**src/rus_pkg.sv**
```systemverilog
// Shared constants, types and register map of the reconfiguration sequencer
package rus_pkg;

    // ==========================================
    // Timing
    localparam int CLK_PERIOD_NS = 8;
    localparam int PULSE_MIN_NS = 250;
    localparam int PULSE_MIN_CYC = (PULSE_MIN_NS + CLK_PERIOD_NS - 1) / CLK_PERIOD_NS;
    localparam int OSC_PERIOD_NS = 100;
    localparam int OSC_DIV_CYC = (OSC_PERIOD_NS + CLK_PERIOD_NS - 1) / CLK_PERIOD_NS;
    localparam int USER_CLK_MAX_MHZ = 40;

    // ==========================================
    // Watchdog shape
    localparam int WD_WIDTH = 29;
    localparam int WD_PROG_BITS = 12;
    localparam logic [16:0] WD_LOW_FILL = 17'h00008;

    // ==========================================
    // Register byte offsets
    localparam logic [7:0] ADDR_UPDATE_LO = 8'h00;
    localparam logic [7:0] ADDR_UPDATE_HI = 8'h04;
    localparam logic [7:0] ADDR_CONTROL_LO = 8'h08;
    localparam logic [7:0] ADDR_CONTROL_HI = 8'h0c;
    localparam logic [7:0] ADDR_HIST_CUR = 8'h10;
    localparam logic [7:0] ADDR_HIST_PRI = 8'h14;
    localparam logic [7:0] ADDR_STATUS = 8'h18;
    localparam logic [7:0] ADDR_WD_COUNT = 8'h1c;

    // ==========================================
    // Values
    localparam logic [38:0] CTL_RESET = 39'h00_0000_0000;
    localparam logic [30:0] HIST_RESET = 31'h0000_0000;
    localparam logic [31:0] CAPTURE_BAD_WORD = 32'h8000_0000;
    localparam logic [4:0] CAUSE_PIN_RESET = 5'h10;
    localparam logic [4:0] CAUSE_CRC = 5'h08;
    localparam logic [4:0] CAUSE_STATUS_PIN = 5'h04;
    localparam logic [4:0] CAUSE_WATCHDOG = 5'h02;
    localparam logic [4:0] CAUSE_CORE = 5'h01;

    // ==========================================
    // Types
    typedef enum logic [1:0] {
        RUS_ST_FACTORY = 2'h0,
        RUS_ST_CONFIG = 2'h1,
        RUS_ST_USER = 2'h2,
        RUS_ST_RELOAD = 2'h3
    } rus_state_t;

    typedef struct packed {
        logic rsv2;
        logic early_done_check_option;
        logic osc_int;
        logic watchdog_enable_bit;
        logic rsv1;
        logic [21:0] boot_page_field;
        logic [11:0] watchdog_start_field;
    } rus_ctl_t;

    typedef struct packed {
        logic [4:0] cause;
        logic [1:0] exit_state;
        logic [23:0] boot_addr;
    } rus_hist_t;

endpackage : rus_pkg

```
**src/rus_min_pulse.sv**
```systemverilog
// Qualifies a level input that must be held a least number of cycles
`timescale 1ns/1ps
module rus_min_pulse #(
    parameter int MIN_CYC = rus_pkg::PULSE_MIN_CYC
) (
    input wire logic clock,
    input wire logic rst,
    input wire logic level,
    output logic fire
);

    localparam int CW = $clog2(MIN_CYC + 1);
    localparam logic [CW-1:0] LAST = CW'(MIN_CYC - 1);

    logic [CW-1:0] cnt_reg;

    // ==========================================
    // Hold counter, saturates so one level gives one pulse
    always_ff @(posedge clock) begin
        if (rst || !level) begin
            cnt_reg <= '0;
        end else if (cnt_reg <= LAST) begin
            cnt_reg <= cnt_reg + CW'(1);
        end
    end

    // Glitches shorter than the minimum never fire
    always_ff @(posedge clock) begin
        if (rst) begin
            fire <= 1'b0;
        end else begin
            fire <= level && (cnt_reg == LAST);
        end
    end

    AST_PULSE_HELD: assert property (@(posedge clock) disable iff (rst)
        fire |-> $past(level) && $past(level, 2)) else $error("short pulse accepted");

endmodule : rus_min_pulse

```
**src/rus_watchdog.sv**
```systemverilog
// User watchdog down-counter with reload and expiry pulse
`timescale 1ns/1ps
module rus_watchdog #(
    parameter int WIDTH = rus_pkg::WD_WIDTH,
    parameter int PROG = rus_pkg::WD_PROG_BITS
) (
    input wire logic clock,
    input wire logic rst,
    input wire logic run,
    input wire logic tick,
    input wire logic reload,
    input wire logic [PROG-1:0] start_field,
    output logic [WIDTH-1:0] count,
    output logic expired
);

    logic [WIDTH-1:0] load_val;

    assign load_val = {start_field, rus_pkg::WD_LOW_FILL};

    // ==========================================
    // Counter; held at start value while not running
    always_ff @(posedge clock) begin
        if (rst) begin
            count <= '0;
            expired <= 1'b0;
        end else if (!run || reload) begin
            count <= load_val;
            expired <= 1'b0;
        end else if (tick && count != '0) begin
            count <= count - WIDTH'(1);
            expired <= (count == WIDTH'(1));
        end else begin
            expired <= 1'b0;
        end
    end

    AST_WD_RELOAD: assert property (@(posedge clock) disable iff (rst)
        run && reload |=> count == $past(load_val)) else $error("reload lost");
    AST_WD_EXPIRE: assert property (@(posedge clock) disable iff (rst)
        run && !reload && tick && count == WIDTH'(1) |=> expired && count == '0)
        else $error("expiry missed");
    AST_WD_STEP: assert property (@(posedge clock) disable iff (rst)
        run && !reload && tick && count > WIDTH'(1) |=> !expired && count == $past(count) - 1)
        else $error("bad decrement");

endmodule : rus_watchdog

```
**src/rus_sequencer.sv**
```systemverilog
// Reconfiguration sequencer: control/update, exit history, watchdog, APB slave
// Function
// - Keep exit records of the last two application images, for debug only.
// - Current-image record and prior-image record share one field layout.
// - Cause field one-hot: 30 pin reset, 29 CRC, 28 status, 27 watchdog, 26 core.
// - Simultaneous causes: only the highest bit is recorded.
// - Bits 25:24 hold master state when the image was left.
// - Bits 23:0 hold boot address of the exited image.
// - Reading history before any application image returns an improper-capture word.
// - Update and control share layout; update written by software only in factory.
// - Core trigger copies update into control, then reconfigures from it.
// - Pin reset, status, CRC, watchdog clear control; core trigger loads update.
// - Status is updated after the error, before factory load starts.
// - Watchdog is a 29-bit down-counter started from the control value.
// - Only the top 12 bits are programmable; fill 17'b1000 below.
// - Watchdog counts the internal 10 MHz oscillator or user clock.
// - Watchdog off in factory and during configuration; runs in user mode.
// - Expiry sets the watchdog cause flag and loads the factory image.
// - Watchdog runs only with enable bit 35 set.
// - Boot address is the 22-bit page field with two zero bits below.
//
// The APB slave port and the register offsets were left to the implementer.
`timescale 1ns/1ps
module rus_sequencer (
    input wire logic clock,
    input wire logic rst,
    input wire logic [7:0] paddr,
    input wire logic psel,
    input wire logic penable,
    input wire logic pwrite,
    input wire logic [31:0] pwdata,
    output logic [31:0] prdata,
    output logic pready,
    output logic pslverr,
    input wire logic config_reset_pin,
    input wire logic config_error_pin,
    input wire logic crc_error,
    input wire logic config_done,
    input wire logic core_reconfig_trigger,
    input wire logic watchdog_reload_input,
    input wire logic user_clock_input,
    output rus_pkg::rus_ctl_t control_out,
    output logic [23:0] boot_address,
    output rus_pkg::rus_state_t master_state,
    output logic reconfig_start,
    output logic watchdog_timeout
);

    // ==========================================
    // Declarations
    rus_pkg::rus_state_t state_reg;
    rus_pkg::rus_state_t state_next;
    rus_pkg::rus_ctl_t update_reg;
    rus_pkg::rus_ctl_t control_reg;
    rus_pkg::rus_hist_t hist_cur_reg;
    rus_pkg::rus_hist_t hist_pri_reg;
    logic [38:0] upd_bits;
    logic [38:0] ctl_bits;
    logic [4:0] cause_raw;
    logic [4:0] cause_win;
    logic [4:0] last_cause_reg;
    logic ev;
    logic in_app;
    logic core_won;
    logic app_seen_reg;
    logic [23:0] boot_address_reg;
    logic reconfig_start_reg;
    logic [3:0] osc_cnt_reg;
    logic osc_tick_reg;
    logic uclk_d_reg;
    logic user_tick;
    logic wd_tick;
    logic wd_run;
    logic wd_expired;
    logic [28:0] wd_count;
    logic trig_fire;
    logic reload_fire;
    logic access;
    logic [31:0] rd_word;
    logic rd_err;
    logic [31:0] prdata_reg;
    logic pready_reg;
    logic pslverr_reg;

    assign upd_bits = update_reg;
    assign ctl_bits = control_reg;

    // ==========================================
    // Minimum-width qualifiers for the two strobes
    // trigger width check
    rus_min_pulse #(
        .MIN_CYC(rus_pkg::PULSE_MIN_CYC)
    ) u_trig_q (
        .clock(clock),
        .rst(rst),
        .level(core_reconfig_trigger),
        .fire(trig_fire)
    );

    rus_min_pulse #(
        .MIN_CYC(rus_pkg::PULSE_MIN_CYC)
    ) u_reload_q (
        .clock(clock),
        .rst(rst),
        .level(watchdog_reload_input),
        .fire(reload_fire)
    );

    // ==========================================
    // Watchdog tick sources
    // Oscillator stand-in: divider rounded up, so never faster than 10 MHz
    always_ff @(posedge clock) begin
        if (rst || osc_cnt_reg == 4'(rus_pkg::OSC_DIV_CYC - 1)) begin
            osc_cnt_reg <= 4'h0;
        end else begin
            osc_cnt_reg <= osc_cnt_reg + 4'h1;
        end
    end

    always_ff @(posedge clock) begin
        if (rst) begin
            osc_tick_reg <= 1'b0;
        end else begin
            osc_tick_reg <= (osc_cnt_reg == 4'(rus_pkg::OSC_DIV_CYC - 1));
        end
    end

    // User clock sampled as data; its 40 MHz limit keeps edges apart
    always_ff @(posedge clock) begin
        if (rst) begin
            uclk_d_reg <= 1'b0;
        end else begin
            uclk_d_reg <= user_clock_input;
        end
    end

    assign user_tick = user_clock_input && !uclk_d_reg;
    assign wd_tick = control_reg.osc_int ? osc_tick_reg : user_tick;

    // run only in user mode with enable set
    assign wd_run = (state_reg == rus_pkg::RUS_ST_USER) && control_reg.watchdog_enable_bit;

    rus_watchdog #(
        .WIDTH(rus_pkg::WD_WIDTH),
        .PROG(rus_pkg::WD_PROG_BITS)
    ) u_wd (
        .clock(clock),
        .rst(rst),
        .run(wd_run),
        .tick(wd_tick),
        .reload(reload_fire),
        .start_field(control_reg.watchdog_start_field),
        .count(wd_count),
        .expired(wd_expired)
    );

    // ==========================================
    // Cause collection and priority
    assign cause_raw = {config_reset_pin, crc_error, config_error_pin, wd_expired, trig_fire};

    always_comb begin
        casez (cause_raw)
            5'b1????: cause_win = rus_pkg::CAUSE_PIN_RESET;
            5'b01???: cause_win = rus_pkg::CAUSE_CRC;
            5'b001??: cause_win = rus_pkg::CAUSE_STATUS_PIN;
            5'b0001?: cause_win = rus_pkg::CAUSE_WATCHDOG;
            5'b00001: cause_win = rus_pkg::CAUSE_CORE;
            default: cause_win = 5'h00;
        endcase
    end

    // Causes during the one-cycle reload state are dropped
    assign ev = (|cause_raw) && (state_reg != rus_pkg::RUS_ST_RELOAD);
    assign core_won = (cause_win == rus_pkg::CAUSE_CORE);
    assign in_app = (state_reg == rus_pkg::RUS_ST_CONFIG) || (state_reg == rus_pkg::RUS_ST_USER);

    // ==========================================
    // Master state machine
    always_comb begin
        state_next = state_reg;
        case (state_reg)
            rus_pkg::RUS_ST_FACTORY, rus_pkg::RUS_ST_USER: begin
                if (ev) begin
                    state_next = rus_pkg::RUS_ST_RELOAD;
                end
            end
            rus_pkg::RUS_ST_CONFIG: begin
                if (ev) begin
                    state_next = rus_pkg::RUS_ST_RELOAD;
                end else if (config_done) begin
                    state_next = rus_pkg::RUS_ST_USER;
                end
            end
            rus_pkg::RUS_ST_RELOAD: begin
                // core trigger boots the new page; others boot factory
                if (last_cause_reg == rus_pkg::CAUSE_CORE) begin
                    state_next = rus_pkg::RUS_ST_CONFIG;
                end else begin
                    state_next = rus_pkg::RUS_ST_FACTORY;
                end
            end
            default: state_next = rus_pkg::RUS_ST_FACTORY;
        endcase
    end

    always_ff @(posedge clock) begin
        if (rst) begin
            state_reg <= rus_pkg::RUS_ST_FACTORY;
        end else begin
            state_reg <= state_next;
        end
    end

    // Reconfiguration starts one cycle after the status and control settle
    always_ff @(posedge clock) begin
        if (rst) begin
            reconfig_start_reg <= 1'b0;
        end else begin
            reconfig_start_reg <= (state_reg == rus_pkg::RUS_ST_RELOAD);
        end
    end

    // ==========================================
    // Control register, written only by the sequencer
    always_ff @(posedge clock) begin
        if (rst) begin
            control_reg <= rus_pkg::CTL_RESET;
        end else if (ev) begin
            control_reg <= core_won ? update_reg : rus_pkg::CTL_RESET;
        end
    end

    always_ff @(posedge clock) begin
        if (rst) begin
            boot_address_reg <= 24'h00_0000;
        end else begin
            boot_address_reg <= {control_reg.boot_page_field, 2'h0};
        end
    end

    // ==========================================
    // Status: last cause, written at the event edge, before factory load
    // cause flag capture
    always_ff @(posedge clock) begin
        if (rst) begin
            last_cause_reg <= 5'h00;
        end else if (ev) begin
            last_cause_reg <= cause_win;
        end
    end

    always_ff @(posedge clock) begin
        if (rst) begin
            app_seen_reg <= 1'b0;
        end else if (state_reg == rus_pkg::RUS_ST_CONFIG) begin
            app_seen_reg <= 1'b1;
        end
    end

    // ==========================================
    // Exit history; only leaving an application image is recorded
    // shift current into prior
    always_ff @(posedge clock) begin
        if (rst) begin
            hist_cur_reg <= rus_pkg::HIST_RESET;
            hist_pri_reg <= rus_pkg::HIST_RESET;
        end else if (ev && in_app) begin
            hist_pri_reg <= hist_cur_reg;
            hist_cur_reg <= {cause_win, state_reg, boot_address_reg};
        end
    end

    // ==========================================
    // APB slave: one wait state, answer in the second access cycle
    assign access = psel && penable;

    always_comb begin
        rd_word = 32'h0000_0000;
        rd_err = 1'b0;
        case (paddr)
            rus_pkg::ADDR_UPDATE_LO: begin
                rd_word = upd_bits[31:0];
                rd_err = pwrite && (state_reg != rus_pkg::RUS_ST_FACTORY);
            end
            rus_pkg::ADDR_UPDATE_HI: begin
                rd_word = {25'h000_0000, upd_bits[38:32]};
                rd_err = pwrite && (state_reg != rus_pkg::RUS_ST_FACTORY);
            end
            rus_pkg::ADDR_CONTROL_LO: begin
                rd_word = ctl_bits[31:0];
                rd_err = pwrite;
            end
            rus_pkg::ADDR_CONTROL_HI: begin
                rd_word = {25'h000_0000, ctl_bits[38:32]};
                rd_err = pwrite;
            end
            rus_pkg::ADDR_HIST_CUR: begin
                rd_word = app_seen_reg ? {1'b0, hist_cur_reg} : rus_pkg::CAPTURE_BAD_WORD;
                rd_err = pwrite;
            end
            rus_pkg::ADDR_HIST_PRI: begin
                rd_word = app_seen_reg ? {1'b0, hist_pri_reg} : rus_pkg::CAPTURE_BAD_WORD;
                rd_err = pwrite;
            end
            rus_pkg::ADDR_STATUS: begin
                rd_word = {state_reg, 23'h00_0000, app_seen_reg, wd_run, last_cause_reg};
                rd_err = pwrite;
            end
            rus_pkg::ADDR_WD_COUNT: begin
                rd_word = {3'h0, wd_count};
                rd_err = pwrite;
            end
            default: begin
                rd_word = 32'h0000_0000;
                rd_err = 1'b1;
            end
        endcase
    end

    // Handshake and read data, set in the first access cycle
    always_ff @(posedge clock) begin
        if (rst) begin
            pready_reg <= 1'b0;
            pslverr_reg <= 1'b0;
            prdata_reg <= 32'h0000_0000;
        end else if (access && !pready_reg) begin
            pready_reg <= 1'b1;
            pslverr_reg <= rd_err;
            prdata_reg <= pwrite ? 32'h0000_0000 : rd_word;
        end else begin
            pready_reg <= 1'b0;
            pslverr_reg <= 1'b0;
        end
    end

    // update writes at the completing edge, factory only
    always_ff @(posedge clock) begin
        if (rst) begin
            update_reg <= rus_pkg::CTL_RESET;
        end else if (access && pready_reg && pwrite && !pslverr_reg
                     && state_reg == rus_pkg::RUS_ST_FACTORY) begin
            if (paddr == rus_pkg::ADDR_UPDATE_LO) begin
                update_reg <= {upd_bits[38:32], pwdata};
            end else if (paddr == rus_pkg::ADDR_UPDATE_HI) begin
                update_reg <= {pwdata[6:0], upd_bits[31:0]};
            end
        end
    end

    // ==========================================
    // Outputs, all from flip-flops
    assign prdata = prdata_reg;
    assign pready = pready_reg;
    assign pslverr = pslverr_reg;
    assign control_out = control_reg;
    assign boot_address = boot_address_reg;
    assign master_state = state_reg;
    assign reconfig_start = reconfig_start_reg;
    assign watchdog_timeout = wd_expired;

    // ==========================================
    // Checks
    AST_CAUSE_ONEHOT: assert property (@(posedge clock) disable iff (rst)
        $onehot0(hist_cur_reg.cause) && $onehot0(last_cause_reg))
        else $error("cause not one-hot");

    AST_PIN_PRIORITY: assert property (@(posedge clock) disable iff (rst)
        config_reset_pin && state_reg != rus_pkg::RUS_ST_RELOAD
        |=> last_cause_reg == rus_pkg::CAUSE_PIN_RESET) else $error("priority lost");

    AST_CTL_CLEAR: assert property (@(posedge clock) disable iff (rst)
        ev && !core_won |=> control_reg == rus_pkg::CTL_RESET)
        else $error("control not cleared");

    AST_CTL_COPY: assert property (@(posedge clock) disable iff (rst)
        ev && core_won |=> control_reg == $past(update_reg) ##1
        state_reg == rus_pkg::RUS_ST_CONFIG) else $error("trigger copy failed");

    AST_HIST_SHIFT: assert property (@(posedge clock) disable iff (rst)
        ev && in_app |=> hist_pri_reg == $past(hist_cur_reg)
        && hist_cur_reg.boot_addr == $past(boot_address_reg)
        && hist_cur_reg.exit_state == $past(state_reg)) else $error("history wrong");

    AST_UPD_LOCK: assert property (@(posedge clock) disable iff (rst)
        state_reg != rus_pkg::RUS_ST_FACTORY |=> $stable(update_reg))
        else $error("update written outside factory");

    AST_WD_OFF: assert property (@(posedge clock) disable iff (rst)
        state_reg != rus_pkg::RUS_ST_USER |=> !wd_expired) else $error("watchdog ran");

    AST_WD_FACTORY: assert property (@(posedge clock) disable iff (rst)
        wd_expired && !config_reset_pin && !crc_error && !config_error_pin
        && state_reg == rus_pkg::RUS_ST_USER
        |=> last_cause_reg == rus_pkg::CAUSE_WATCHDOG ##1
        state_reg == rus_pkg::RUS_ST_FACTORY) else $error("timeout path wrong");

    AST_CAPTURE_BAD: assert property (@(posedge clock) disable iff (rst)
        access && !pready_reg && !pwrite && !app_seen_reg && paddr == rus_pkg::ADDR_HIST_CUR
        |=> prdata == rus_pkg::CAPTURE_BAD_WORD) else $error("capture flag missing");

endmodule : rus_sequencer

```
**config.mk**
```make
export PLATFORM = sky130hd
export DESIGN_NAME = rus_sequencer
export DESIGN_NICKNAME = d
export VERILOG_FILES = /design/src/rus_pkg.sv /design/src/rus_min_pulse.sv /design/src/rus_watchdog.sv /design/src/rus_sequencer.sv
export SDC_FILE = /design/constraint.sdc
export NUM_CORES = 1
export LEC_CHECK = 0
export BUFFER_PORTS_ARGS = -buffer_cell sky130_fd_sc_hd__buf_2
export CORE_ASPECT_RATIO = 0.5
export CORE_MARGIN = 3
export CORE_UTILIZATION = 55
export CTS_BUF_LIST = sky130_fd_sc_hd__clkbuf_16
export DETAILED_ROUTE_END_ITERATION = 8
export GPL_TIMING_DRIVEN = 1
export PLACE_DENSITY = 0.77
export RECOVER_POWER = 25
export SYNTH_ARGS = -nofsm -noshare
export SYNTH_HDL_FRONTEND = slang
export SYNTH_HIERARCHICAL = 1
export SYNTH_SLANG_ARGS = --single-unit
```
**constraint.sdc**
```tcl
create_clock -name clock -period 5.7 [get_ports clock]
set_clock_uncertainty 0.05 [all_clocks]
set_input_delay 0.57 -clock clock [delete_from_list [all_inputs] [get_ports clock]]
set_output_delay 0.57 -clock clock [all_outputs]
set_load 0.005 [all_outputs]
```
==> results.toml <==
[logic_synthesis]
seq_area_frac_synth_pct = 46.9
synthArstFlopShare_pct = 0
synth_seq_cells = 251
yosysTopAreaCell = "dfxtp_1"
avgSynthCellArea_um2 = 9.34
syn_inst = 1148
synthDistinctLibCells = 76
synthFlopType = "dfxtp_1"
yosys-top-cells-count = "dfxtp_1, nand2_1, a21oi_1"
syn_area_um2 = 10700
yosysTopAreaCellShare_pct = 46.9
synth_edf_count = 0
synth_area_leaders = "dfxtp_1, nand2_1, a22o_1, a21oi_1, mux2i_1"
yosys.cell_count.top_type = "dfxtp_1"
synth_warnings = 6

[timing]
setup_viol_count_final = 0
rsz0062_at_grt = "no"
setup_tns_ns = 0
fin_crit_sh_pct = 49.5
hold_viol = 0
relSlewSlack_pct = 27.0
slew_viol_final = 0
max_freq_mhz = 354
min_period_ns = 2.82
tightest_slew_ns = 1.10

[worst_setup_path]
ff2ff_path_depth = 7
start_kind = "register"
crit_arrival_ns = 3.21
crit_type = "register to register"
reg2reg_to = "u_wd/count[5]$_SDFFE_PP0P_"
regToRegStartpoint = "master_state[0]$_SDFFE_PP0P_"
required_ns = 6.09
regToRegSetupSlack_ns = 2.88
worst-path-max-fanout = 17
cp-end-kind = "register"

[drt]
drc = 0
drt_first_pass_iters = 6
wl_per_cell_um = 20.2
drt_iter0_markers = 919
viasPerCell = 6.14
dr_total_vias = 9365
routed_wl_um = 30800
ant_nets = 0

[die]
dieArea_um2 = 21300
initial_utilization_pct = 57.2
die_y_um = 105
io_pins = 153
rows = 35
core_area_um2 = 18700
chipWidth_um = 203

[power]
vdd_drop_max_v = 0.000188
leakage_nw = 4.64
power_mw = 3.46
p_per_area_nw_per_um2 = 286

[global_routing]
antenna_found_initial = 0
first_global_vias = 8791
grt_max_degree = 96
grt_overflow = 0
grt.total_usage_pct = 27.9
grt_pass1_wl_um = 48100

[cells_and_area]
multi_input_area_um2 = 5240
post-route-util_pct = 64.7
nNetsFinal = 1315
fill_cells = 1600
drive_above_1_share_pct = 17.7
areaGrowthSynthToFinish_pct = 13.1
seqCellArea_um2 = 5020
antenna-diode-count = 0

[cts]
clock-sinks = 251
insertion_delay_ns = 0.51
cts_resized = 0
cts_buffers = 22
clk_path_buf_depth = 3
clkTransAtPathRegs_ns = 0.07
h-tree-depth = 1
post_cts_buffers = 0
ctsRootBufferMaster = "clkbuf_16"
holdBufCountCts = 0
cts_tree = "done"

[hold_path]
hp-start = "user_clock_input"
holdPathStages = 2
hp-class = "input port to register"
hold_end = "uclk_d_reg$_SDFF_PP0_"

[place]
gp_congestion = 0.993
port_buffers = 150
dp_hpwl_um = 21300

[outcome]
status = "complete, no violations"

[flow_run]
maxCapViolCount = 0
==> kinds of logic after synthesis <==
| family | share of synthesized area, % |
|---|---|
| buffers and inverters | 4.47 |
| DFF | 46.9 |
| muxes | 8.54 |
| other | 0.0350 |
| xor gates and xnor gates | 1.55 |
| AOI/OAI and AO/OA | 18.7 |
| adders and majority gates | 1.28 |
| and+or+nand+nor | 18.5 |
==> critical path, stage by stage, from the launching register on <==
cell and delay (ns):
dfxtp_1 0.41, inv_1 0.13, ha_1 0.20, and2_1 0.20, nor2b_1 0.51, nand2b_1 0.51, or4_1 0.64, o21ai_1 0.09
==> per-stage QoR <==
stage / hold WS (ns) / std cells / worst slack, ns / cell area, µm²
after floorplan: 0.383 / 1149 / 3.46 / 10700
after global placement: 0.388 / 1487 / 2.70 / 11500
after detailed placement: 0.393 / 1487 / 2.63 / 11500
after CTS: 0.230 / 1525 / 2.92 / 12200
after global routing: 0.243 / 1525 / 2.63 / 12100
final: 0.242 / 1525 / 2.88 / 12100
==> power by group <==
| group | internal, mW | switching (mW) |
|---|---|---|
| Combinational | 0.0733 | 0.194 |
| Clock | 0.768 | 0.639 |
| Sequential | 1.77 | 0.0194 |
| Total | 2.61 | 0.853 |
==> metal layers <==
layer  share of wire (%)  routed length (µm)  vias up  track usage (%)
met5                   0                   0        -                0
met4                 1.7                 513        0             5.84
met3                 9.6                2950       45             5.57
met2                  45               13700      434             43.9
met1                  44               13700     4540             40.1
li1                    -                   -     4346                -
==> worst max-delay path by stage <==
stage,startpoint,to,slack (ns),cells past startpoint
floorplan,user_clock_input,u_wd/count[22]$_SDFFE_PP0P_,3.46,8
global placement,paddr[2],prdata[30]$_SDFFE_PP0P_,2.70,6
detailed placement,paddr[2],prdata[30]$_SDFFE_PP0P_,2.63,6
CTS,master_state[0]$_SDFFE_PP0P_,u_wd/count[5]$_SDFFE_PP0P_,2.92,7
global route,master_state[0]$_SDFFE_PP0P_,u_wd/count[5]$_SDFFE_PP0P_,2.63,7
finish,master_state[0]$_SDFFE_PP0P_,u_wd/count[5]$_SDFFE_PP0P_,2.88,7
==> layout make-up <==
cell class / count / area share (%)
multi-input combinational: 799 / 43.2
clock buffer: 23 / 4.75
sequential: 251 / 41.4
timing repair buffer: 163 / 6.77
tap: 259 / 2.67
inverter: 15 / 0.464
clock inverter: 15 / 0.681
==> layout by cell type, fill, tap and decap left out, types with 11 or more instances in the layout <==
| cell | synthesis | layout |
|---|---|---|
| a21oi_1 | 107 | 107 |
| a22o_1 | 64 | 64 |
| a22oi_1 | 23 | 23 |
| buf_2 | 21 | 125 |
| buf_4 | 5 | 14 |
| clkbuf_1 | 43 | 24 |
| clkbuf_16 | 0 | 23 |
| dfxtp_1 | 251 | 251 |
| ha_1 | 11 | 11 |
| inv_1 | 15 | 23 |
| mux2_2 | 34 | 34 |
| mux2i_1 | 42 | 42 |
| nand2_1 | 196 | 196 |
| nor2_1 | 61 | 59 |
| nor2b_1 | 28 | 28 |
| nor3_1 | 11 | 11 |
| o21ai_0 | 12 | 12 |
| o22ai_1 | 24 | 24 |
| xor2_1 | 14 | 14 |
No activity file was read; power rests on OpenSTA's default activity.
